`src/inc/ppfs_consts.svh`:
```
// constants of the pin function select block
// assumes inclusion by its bare name from the design files
`ifndef PPFS_CONSTS_SVH
`define PPFS_CONSTS_SVH

// register word addresses
`define PPFS_OFS_CTRL0   8'h00
`define PPFS_OFS_CTRL1   8'h01
`define PPFS_OFS_CTRL2   8'h02
`define PPFS_OFS_CTRL3   8'h03
`define PPFS_OFS_DATA    8'h04
`define PPFS_OFS_STATUS  8'h05

// output-select field layout
`define PPFS_SEL_OUT_BIT 3
`define PPFS_SEL_IDX_HI  1
`define PPFS_SEL_IDX_LO  0

// status register bit positions
`define PPFS_ST_LVL_LO   0
`define PPFS_ST_LVL_HI   3
`define PPFS_ST_DBG_EN   4
`define PPFS_ST_FTEST    5
`define PPFS_ST_POS_LO   6
`define PPFS_ST_POS_HI   7

// reset values
`define PPFS_RST_SEL     4'h0
`define PPFS_RST_DATA    4'h0

// debug pin positions that put debug line 1 on port 7 bit 0
`define PPFS_POS_ZERO    2'h0
`define PPFS_POS_TWO     2'h2

// pin indices
`define PPFS_PIN_P72     0
`define PPFS_PIN_P84     1
`define PPFS_PIN_P83     2
`define PPFS_PIN_P70     3

`endif

```
`src/inc/ppfs_pkg.sv`:
```
// types of the pin function select block
// assumes nothing beyond the constants header
package ppfs_pkg;
  typedef logic [3:0] ppfs_sel_t;
  typedef logic [3:0] ppfs_alt_t;
  typedef logic [1:0] ppfs_pos_t;
endpackage : ppfs_pkg

```
`src/hdl/ppfs_pin_mux.sv`:
```
// pin function multiplexer for four port pins with debug and test straps
// assumes pins and peripheral signals synchronous to mclk
//
// Implementation choices: strobed register access and the register addresses.
`timescale 1ns/10ps
`include "ppfs_consts.svh"

// Overview of operation
// - select field 1x00 routes O0, 1x01 O1, upward through O3.
// - hardware-controlled output drives its pin regardless of the field.
// - port7 bit2 offers GPIO, analog mux 0; feeds position 0, TDI C.
// - port8 bit4 offers GPIO, two PWM ch1 outputs; feeds TMS D, capture.
// - port8 bit3 offers GPIO, two PWM ch0 outputs; feeds TDI D, capture.
// - port7 bit0 offers GPIO, timer toggles, debug line 1, trigger input.
// - start-up debug position (0 or 2) decides whether port7 bit0 carries debug line 1.
module ppfs_pin_mux
  import ppfs_pkg::*;
(
  input  wire logic mclk,
  input  wire logic sys_rst,
  input  wire logic [7:0] regAddr,
  input  wire logic [15:0] regWrData,
  input  wire logic regWr,
  input  wire logic regRd,
  output logic [15:0] regRdData,
  input  wire logic [3:0] pinIn,
  output logic [3:0] pinOut,
  output logic [3:0] pinOe,
  input  wire logic analogMuxSelect0,
  input  wire logic pwmACh1CompOut,
  input  wire logic pwmBCh1Out,
  input  wire logic pwmACh0CompOut,
  input  wire logic pwmBCh0Out,
  input  wire logic timer3ToggleOut,
  input  wire logic timer6ToggleOut,
  input  wire logic debugLine1Out,
  input  wire logic debugLine1Oe,
  input  wire logic powerOnResetIn,
  input  wire logic debugResetIn,
  input  wire logic factoryTestEnable,
  input  wire logic [1:0] debugPinPos,
  output logic debugEnabled,
  output logic debugSysResetReq,
  output logic factoryTestMode,
  output logic [1:0] debugPosLatched,
  output logic pwmPositionIn0,
  output logic jtagDataInC,
  output logic jtagModeSelD,
  output logic pwmBCh1CaptureIn,
  output logic jtagDataInD,
  output logic pwmBCh0CaptureIn,
  output logic debugLine1In,
  output logic serviceReq2Trigger1
);

  // ----------------------------------------------------------------
  // register bus
  // ----------------------------------------------------------------
  ppfs_sel_t selR [4];
  ppfs_alt_t dataR;
  logic [15:0] rdDataR;
  logic [3:0] pinLvlR;
  logic porPrevR;
  logic dbgEnR;
  ppfs_pos_t dbgPosR;
  logic ftestR;
  logic dbgRstReqR;

  wire logic [3:0] wrCtrl;
  wire logic wrData;
  wire logic [15:0] statusWord;
  wire logic [15:0] rdMux;

  assign wrData = regWr && (regAddr == `PPFS_OFS_DATA);
  assign statusWord = {8'h00, dbgPosR, ftestR, dbgEnR, pinLvlR};
  assign rdMux =
    (regAddr == `PPFS_OFS_CTRL0) ? {12'h000, selR[0]} :
    (regAddr == `PPFS_OFS_CTRL1) ? {12'h000, selR[1]} :
    (regAddr == `PPFS_OFS_CTRL2) ? {12'h000, selR[2]} :
    (regAddr == `PPFS_OFS_CTRL3) ? {12'h000, selR[3]} :
    (regAddr == `PPFS_OFS_DATA) ? {12'h000, dataR} :
    (regAddr == `PPFS_OFS_STATUS) ? statusWord : 16'h0000;

  // read data stand one cycle only, zero otherwise
  always_ff @(posedge mclk) begin
    if (sys_rst) begin
      rdDataR <= 16'h0000;
    end else begin
      rdDataR <= regRd ? rdMux : 16'h0000;
    end
  end

  always_ff @(posedge mclk) begin
    if (sys_rst) begin
      dataR <= `PPFS_RST_DATA;
    end else if (wrData) begin
      dataR <= regWrData[3:0];
    end
  end

  // ----------------------------------------------------------------
  // strap sampling
  // ----------------------------------------------------------------
  wire logic porRise;
  assign porRise = powerOnResetIn && !porPrevR;

  // sys_rst does not clear the debug straps: they live from power-on release
  always_ff @(posedge mclk) begin
    porPrevR <= powerOnResetIn;
    if (porRise) begin
      dbgEnR <= debugResetIn;
      dbgPosR <= debugPinPos;
    end else if (!powerOnResetIn) begin
      dbgEnR <= 1'b0;
      dbgPosR <= 2'h0;
    end
  end

  always_ff @(posedge mclk) begin
    if (sys_rst) begin
      ftestR <= 1'b0;
      dbgRstReqR <= 1'b0;
    end else begin
      ftestR <= !factoryTestEnable;
      dbgRstReqR <= dbgEnR && !debugResetIn;
    end
  end

  // ----------------------------------------------------------------
  // output multiplexer
  // ----------------------------------------------------------------
  // per pin alternate outputs O0..O3; O3 is not offered, reads low
  wire logic [3:0] altSrc [4];
  assign altSrc[`PPFS_PIN_P72] = {1'b0, 1'b0, analogMuxSelect0,
                                  dataR[`PPFS_PIN_P72]};
  assign altSrc[`PPFS_PIN_P84] = {1'b0, pwmBCh1Out, pwmACh1CompOut,
                                  dataR[`PPFS_PIN_P84]};
  assign altSrc[`PPFS_PIN_P83] = {1'b0, pwmBCh0Out, pwmACh0CompOut,
                                  dataR[`PPFS_PIN_P83]};
  assign altSrc[`PPFS_PIN_P70] = {1'b0, timer6ToggleOut, timer3ToggleOut,
                                  dataR[`PPFS_PIN_P70]};

  wire logic hwOwnP70;
  assign hwOwnP70 = dbgEnR && ((dbgPosR == `PPFS_POS_ZERO) ||
                               (dbgPosR == `PPFS_POS_TWO));

  genvar gi;
  generate
    for (gi = 0; gi < 4; gi++) begin : g_pin
      wire logic selOut;
      wire logic selVal;
      wire logic hwOwn;
      assign wrCtrl[gi] = regWr && (regAddr == 8'(gi));
      assign selOut = selR[gi][`PPFS_SEL_OUT_BIT];
      assign selVal =
        altSrc[gi][selR[gi][`PPFS_SEL_IDX_HI:`PPFS_SEL_IDX_LO]];
      assign hwOwn = (gi == `PPFS_PIN_P70) && hwOwnP70;

      always_ff @(posedge mclk) begin
        if (sys_rst) begin
          selR[gi] <= `PPFS_RST_SEL;
        end else if (wrCtrl[gi]) begin
          selR[gi] <= regWrData[3:0];
        end
      end

      always_ff @(posedge mclk) begin
        if (sys_rst) begin
          pinOut[gi] <= 1'b0;
          pinOe[gi] <= 1'b0;
          pinLvlR[gi] <= 1'b0;
        end else begin
          pinLvlR[gi] <= pinIn[gi];
          if (hwOwn) begin
            pinOut[gi] <= debugLine1Out;
            pinOe[gi] <= debugLine1Oe;
          end else begin
            pinOut[gi] <= selOut && selVal;
            pinOe[gi] <= selOut;
          end
        end
      end
    end
  endgenerate

  // ----------------------------------------------------------------
  // alternate inputs
  // ----------------------------------------------------------------
  // inputs follow pin level
  always_ff @(posedge mclk) begin
    if (sys_rst) begin
      pwmPositionIn0 <= 1'b0;
      jtagDataInC <= 1'b0;
      jtagModeSelD <= 1'b0;
      pwmBCh1CaptureIn <= 1'b0;
      jtagDataInD <= 1'b0;
      pwmBCh0CaptureIn <= 1'b0;
      debugLine1In <= 1'b0;
      serviceReq2Trigger1 <= 1'b0;
    end else begin
      pwmPositionIn0 <= pinLvlR[`PPFS_PIN_P72];
      jtagDataInC <= pinLvlR[`PPFS_PIN_P72];
      jtagModeSelD <= pinLvlR[`PPFS_PIN_P84];
      pwmBCh1CaptureIn <= pinLvlR[`PPFS_PIN_P84];
      jtagDataInD <= pinLvlR[`PPFS_PIN_P83];
      pwmBCh0CaptureIn <= pinLvlR[`PPFS_PIN_P83];
      debugLine1In <= pinLvlR[`PPFS_PIN_P70];
      serviceReq2Trigger1 <= pinLvlR[`PPFS_PIN_P70];
    end
  end

  assign regRdData = rdDataR;
  assign debugEnabled = dbgEnR;
  assign debugSysResetReq = dbgRstReqR;
  assign factoryTestMode = ftestR;
  assign debugPosLatched = dbgPosR;

endmodule : ppfs_pin_mux

```
`config.mk`:
```
export PLATFORM = sky130hd
export DESIGN_NAME = ppfs_pin_mux
export DESIGN_NICKNAME = d
export VERILOG_FILES = /design/src/inc/ppfs_pkg.sv /design/src/hdl/ppfs_pin_mux.sv
export VERILOG_INCLUDE_DIRS = /design/src /design/src/inc
export SDC_FILE = /design/constraint.sdc
export NUM_CORES = 1
export LEC_CHECK = 0
export BUFFER_PORTS_ARGS = -buffer_cell sky130_fd_sc_hd__buf_2
export CAP_MARGIN = 5
export CORE_MARGIN = 5
export CORE_UTILIZATION = 25
export DETAILED_ROUTE_END_ITERATION = 10
export HOLD_SLACK_MARGIN = 0.02
export SLEW_MARGIN = 20
export SYNTH_ARGS = -nofsm -noshare
export SYNTH_HDL_FRONTEND = slang
export SYNTH_SLANG_ARGS = --single-unit
export TNS_END_PERCENT = 30
```
`constraint.sdc`:
```
create_clock -name mclk -period 2.1 [get_ports mclk]
set_clock_uncertainty 0.05 [all_clocks]
set_input_delay 0.315 -clock mclk [delete_from_list [all_inputs] [get_ports mclk]]
set_output_delay 0.315 -clock mclk [all_outputs]
set_load 0.01 [all_outputs]
```
==> key figures, run 1 <==
Status
  – Status: completed

Yosys
  – Synth warn: 0
  – Post-Syn Area per Cell: 11.00 um2
  – Share of the synthesized area in the top cell type: 28.51%
  – Adder-cell share of the synthesized area: 0%
  – Synth area leaders: dfxtp_1, edfxtp_1, mux2i_1, nor2b_1, buf_4
  – Yosys top cell by area: dfxtp_1
  – Register area share after synthesis: 54.71%
  – Largest family of logic cells by synthesized area: simple AND/OR/NAND/NOR gates
  – Simple-Gate Fraction of Synth Area: 23.91%
  – Synth Area in XOR/XNOR: 0%
  – Flops & latches, synth: 50
  – Area of the mapped netlist: 0.002177 mm2
  – Yosys cell types: 37
  – Gate Count Post-Synth: 198
  – Synth Area in Compound Gates: 5.920%
  – Mux cell area share after synthesis: 7.471%

Placement
  – Dpl hpwl: 4252 um
  – PortBufs: 62
  – Dpl cells: 364
  – Routability cong.: 0.8958

Global routing
  – Largest net degree at the start of global routing: 16
  – Vias in the first global route: 1566
  – First-pass GRT wire length: 7852 um
  – Global-route usage over all layers: 9.810%
  – Antenna violations before repair: 0
  – Gr ovfl total: 0

Setup path
  – Worst R2R Path Depth: 3
  – Max stage delay cell, worst path: nor4_1
  – CP endpoint kind: flip-flop
  – Crit-path cells: buf_2 > or3_1 > buf_4 > nor4_1 > buf_4 > and2_1
  – Critical path peak fanout: 9
  – CP most frequent cell: buf_4
  – WP data required: 2.30 ns
  – Startpoint Class: primary input
  – Max incr delay on CP: 0.44 ns
  – Setup crit start: regAddr[5]
  – Critical path arrival: 1.77 ns
  – Critical Path End: regRdData[5]
  – Reg-to-reg slack, setup: 0.73 ns
  – Worst r2r src: selR[2][1]
  – RR Endpoint: regRdData[1]
  – Setup Crit Path Kind: in -> reg

Power and ir drop
  – Leakage: 1.179 nW
  – Peak VDD IR: 281.9 uV
  – Power per cell area: 705.5 mW/mm2

STA
  – Crit path time final: 1.567 ns
  – Setup violators final: 0
  – RSZ-0062 raised after global routing: false
  – Slew Limit Fails: 0
  – Setup TNS: 0 ns
  – Fmax: 638.3 MHz
  – Final Cycle Share: 74.60%
  – Fin. Hold Viols: 0

Clock network
  – Longest Clk Path Bufs: 2
  – Cts repair resizes: 0
  – Post-CTS setup repair buffer count: 0
  – CTS Buf Count: 5
  – CTS Hold Bufs: 0
  – Root Driver: clkbuf_8
  – CTS tree: built
  – Clk sinks: 50
  – Worst skew pair latency: 0.30 ns
  – H-tree Lvls: 2
  – Clock-pin slew on the worst setup and hold paths: 0.09 ns

Layout
  – # diodes: 0
  – Ratio of cells with drive above 1 in the final layout: 32.95%
  – Non-Filler Instances: 372
  – Synth-to-layout area growth: 23.97%
  – Final #Nets: 309

Die
  – Area of the die: 0.01068 mm2
  – Num rows: 34
  – I/O pin count: 83
  – Core Region: 0.008593 mm2
  – Die Ht: 103.3 um
  – Initial Utilization: 25.33%
  – Die X: 103.3 um

Flow run
  – Max-cap violations: 0

Min path
  – WHS Path Cells: 1
  – Worst min path class: in -> reg

Routing
  – Drt wl/cell: 13.93 um
  – DRT iter0 DRCs: 82
  – Drt drc: 0
  – Final wirelength: 5181 um
  – Via-per-instance ratio: 4.358
  – Final ANT Viol Nets: 0
  – Vias: 1621
  – DRT Pass-1 Iters: 4
[flip-flops by register name (all words and copies together) (netlist names)]
name	count
porPrevR	1
dataR	4
selR	16
regRdData	8
debugEnabled	1
pwmBCh1CaptureIn	1
serviceReq2Trigger1	1
pwmBCh0CaptureIn	1
factoryTestMode	1
pinOe	4
pinLvlR	4
debugPosLatched	2
pinOut	4
debugSysResetReq	1
jtagDataInC	1
[cell usage in the layout (no fill, tap or decap), drive strengths merged, types with 2 or more instances in the layout]
cell,count
nor4,6
buf,73
nor2b,16
nand2b,3
clkbuf,8
nand2,10
and3,4
nand3b,4
o221a,2
mux2i,14
o21ai,6
or3,3
nor3,4
edfxtp,19
dfxtp,31
inv,7
nor3b,5
nor2,11
o31ai,3
and2,14
conb,8
a211oi,2
[worst max-delay path: cells and delay by family]
kind	cells	cell delay, ns
and+or+nand+nor	3	0.95
buffers and inverters	3	0.49
[per-stage QoR]
step	cell area (um2)	power (mW)	setup slack (ns)	utilization [%]	hold slack [ns]
global route	2699	1.989	0.4530	31.41	0.06822
CTS	2699	1.927	0.4981	31.41	0.07228
global placement	2587	1.273	0.2040	30.11	0.3833
detailed placement	2587	1.278	0.1787	30.11	0.3900
floorplan	2203	1.200	0.1636	-	0.2927
finish	2699	1.904	0.5333	31.41	0.07772
[synth_stat cells, drive strengths merged]
cell and instances:
dfxtp 31, edfxtp 19, nor2b 16, buf 15
and2 14, mux2i 14, nor2 11, nand2 10
clkbuf 7, inv 7, nor4 6, o21ai 6
nor3b 5, and3 4, nand3b 4, nor3 4
nand2b 3, o31ai 3, or3 3, a211oi 2
o221a 2, a32o 1, and4 1, conb 1
mux4 1, nand3 1, nand4 1, nor4b 1
o2111a 1, o2bb2ai 1, o41ai 1, or2 1
or4b 1
[per-layer routing]
metal  share of wire, %  track usage (%)  up-vias  wire [um]
met5                  0                0        -          0
met4               0.68            3.586        0         35
met3                7.9            3.219        3        411
met2                 52            16.53       45       2710
met1                 39            11.67      771       2024
li1                   -                -      802          -
[power by group]
group          internal, mW  switching [mW]
sequential             1.04          0.0192
combinational        0.0858           0.104
clock                 0.341           0.312
[cell families (layout without fill, tap and decap cells)]
kind of cell	Yosys count	count (layout)
flops	50	50
simple gates	86	86
compound gates	17	17
buf+inv	29	88
mux	15	15
other cells	1	8
[area by class of cell]
| type | count | area (um2) |
|---|---|---|
| Fill cell | 905 | 5894 |
| Sequential cell | 50 | 1191 |
| Multi-Input combinational cell | 126 | 842.1 |
| Timing Repair Buffer | 73 | 392.9 |
| Tap cell | 108 | 135.1 |
| Clock buffer | 8 | 111.4 |
| Inverter | 7 | 26.28 |
[how the worst min path moves through the flow]
| stage | start | end | slack, ns |
|---|---|---|---|
| 3_3_place_gp | factoryTestMode | regRdData[5] | 0.38 |
| 3_5_place_dp | factoryTestMode | regRdData[5] | 0.39 |
| 2_1_floorplan | powerOnResetIn | porPrevR | 0.29 |
| 6_report | powerOnResetIn | porPrevR | 0.08 |
| 4_1_cts | powerOnResetIn | porPrevR | 0.07 |
| 5_1_grt | powerOnResetIn | porPrevR | 0.07 |
(Power assumes the default switching activity.)
==> run 2, diff against run 1 <==
ABC_AREA = 1   (was unset)
clock period = 1.55 ns   (was 2.1 ns; I/O delays follow)
==> key figures, run 2 <==
Clock network
  – Worst skew pair latency: 0.30 ns (about the same)
  – H-tree Lvls: 2 (unchanged)
  – CTS Buf Count: 5 (unchanged)
  – CTS tree: built
  – Clk sinks: 50 (unchanged)
  – Clock-pin slew on the worst setup and hold paths: 0.10 ns (about the same)
  – Post-CTS setup repair buffer count: 0 (unchanged)
  – CTS Hold Bufs: 2 (+2)
  – Longest Clk Path Bufs: 2 (unchanged)
  – Root Driver: clkbuf_8
  – Cts repair resizes: 0 (unchanged)

Global routing
  – First-pass GRT wire length: 8376 um (+6.7%)
  – Gr ovfl total: 0 (unchanged)
  – Largest net degree at the start of global routing: 19 (+3)
  – Antenna violations before repair: 0 (unchanged)
  – Vias in the first global route: 1753 (+12%)
  – Global-route usage over all layers: 9.533% (-0.28 points)

Routing
  – Via-per-instance ratio: 4.108 (-5.7%)
  – DRT Pass-1 Iters: 4 (unchanged)
  – Final wirelength: 5100 um (-1.6%)
  – Final ANT Viol Nets: 0 (unchanged)
  – Vias: 1754 (+8.2%)
  – Drt wl/cell: 11.94 um (-14%)
  – DRT iter0 DRCs: 87 (+6.1%)
  – Drt drc: 0 (unchanged)

Placement
  – PortBufs: 62 (unchanged)
  – Placed cell area: 0.002641 mm2 (+2.1%)
  – Routability cong.: 0.7703 (-14%)
  – Post-place setup slack: 0.02654 ns (-0.1522 ns)
  – Dpl hpwl: 4228 um (-0.54%)

Yosys
  – Area of the mapped netlist: 0.002210 mm2 (+1.5%)
  – Post-Syn Area per Cell: 8.982 um2 (-18%)
  – Synth area leaders: dfxtp_1, edfxtp_1, inv_1, nor2_1, nand3_1
  – Main flop type after synthesis: dfxtp_1
  – Yosys cell types: 28 (-24%)
  – Flops & latches, synth: 50 (unchanged)
  – Share of the synthesized area in the top cell type: 28.09% (-0.42 points)
  – Most common cell in the netlist: inv_1
  – Synth async-reset ratio: 0% (unchanged)
  – EDFF count, synth: 19 (unchanged)
  – Synth warn: 0 (unchanged)
  – Gate Count Post-Synth: 246 (+24%)
  – Yosys top cell by area: dfxtp_1
  – Register area share after synthesis: 53.91% (-0.81 points)
  – Post-synth top cells: inv_1, nor2_1, dfxtp_1

STA
  – Setup violators final: 0 (unchanged)
  – Final Worst Setup Slack: 0.3142 ns (-0.2191 ns)
  – RSZ-0062 raised after global routing: false
  – Slew Limit Fails: 0 (unchanged)
  – Setup TNS: 0 ns (unchanged)
  – Fmax: 809.2 MHz
  – Final Cycle Share: 79.73%
  – Crit path time final: 1.236 ns
  – Fin. Hold Viols: 0 (unchanged)

Layout
  – Final #Nets: 364 (+18%)
  – Largest Register: selR
  – Max reg flops: 16 (unchanged)
  – Most common cell after layout, fill and taps aside: buf_2
  – Fillers: 932 (+3.0%)
  – Synth-to-layout area growth: 24.86%
  – Ratio of cells with drive above 1 in the final layout: 33.23% (+0.27 points)
  – Core Util, Final: 31.79% (+0.38 points)
  – Fin area: 0.002759 mm2 (+2.2%)
  – Most frequent cells in the layout: buf_2, inv_1, nor2_1, dfxtp_1, edfxtp_1
  – # diodes: 0 (unchanged)

Setup path
  – Cell family with most CP delay: flip-flops
  – Buf/Inv on CP: 1 (-2)
  – Critical path arrival: 0.95 ns (-0.82 ns)
  – CP endpoint kind: output pin
  – WP data required: 1.27 ns (-1.03 ns)
  – Reg-to-reg slack, setup: 0.38 ns (-0.35 ns)
  – Max stage delay cell, worst path: edfxtp_1
  – Max incr delay on CP: 0.47 ns (+0.03 ns)
  – Crit-path cells: buf_2
  – Startpoint Class: flip-flop
  – Setup Crit Path Kind: reg -> out
  – Critical path peak fanout: 5 (-4)

Flow run
  – Max-cap violations: 0 (unchanged)

Die
  – Die Ht: 104.0 um (+0.67%)
  – Num rows: 34 (unchanged)
  – Core Region: 0.008678 mm2 (+0.99%)
  – Initial Utilization: 25.46% (+0.13 points)
  – I/O pin count: 83 (unchanged)
  – Die X: 104.0 um (+0.67%)
  – Area of the die: 0.01082 mm2 (+1.3%)

Power and ir drop
  – Power per cell area: 902.7 mW/mm2 (+28%)
  – Peak VDD IR: 429.3 uV (+52%)
  – Leakage: 1.372 nW (+16%)

Min path
  – Worst min path class: in -> reg

Status
  – Status: completed
## run 2: cell types whose count changed in the layout (fill, tap and decap cells not counted), sizes merged, moves of 4 or more
cell    delta
inv       +41
nor2      +36
nand3     +20
nor2b     -16
a21oi     +14
and2      -14
mux2i     -13
nand2     +13
o21ai     +10
nor3b      -5
nor4       -5
and3       -4
nand3b     -4
## run 2: final cells by class
type / count / area (um2) / area share, %
Multi-Input combinational cell: 140 / 753.2 / 27.30
Tap cell: 108 / 135.1 / 4.898
Clock inverter: 3 / 28.78 / 1.043
Inverter: 47 / 176.4 / 6.395
Clock buffer: 5 / 68.82 / 2.494
Sequential cell: 50 / 1191 / 43.17
Timing Repair Buffer: 74 / 405.4 / 14.69
## run 2: worst paths after layout
kind	start	to	cells past startpoint
setup / recovery	debugEnabled	debugEnabled	1
hold / removal	debugResetIn	debugSysResetReq	2
setup reg to reg	selR[3][1]	pinOut[3]	5
hold reg to reg	pinLvlR[3]	serviceReq2Trigger1	2
## run 2: metal layers
metal / GRT usage (%) / routed length [um] / vias to the layer above
met2: 16.07 / 2499 / 56
met5: 0 / 0 / -
met4: 3.053 / 97 / 0
li1: - / - / 902
met1: 10.99 / 2107 / 786
met3: 3.849 / 395 / 10
## run 2: per-stage QoR
step                      std cells  total power, mW  hold WS [ns]
after floorplan                 253            1.620        0.2102
after global placement          417            1.714        0.3164
after detailed placement        417            1.718        0.3219
after CTS                       427            2.513       0.05065
after global routing            427            2.616       0.02849
final                           427            2.491       0.05143
## run 2: report_power, final
group	total [mW]	switching, mW	internal (mW)
sequential	1.44	0.0256	1.41
clock	0.803	0.468	0.335
combinational	0.249	0.155	0.0936
total	2.49	0.648	1.84
## run 2: cells by family (layout without fill, tap and decap cells)
logic type,count (synthesis),after routing,synth area share [%]
and+or+nand+nor,99,99,24.46
buffers and inverters,63,129,13.19
other,1,8,0.1697
DFF,50,50,53.91
muxes,1,1,0.4530
AOI/OAI and AO/OA,32,32,7.814
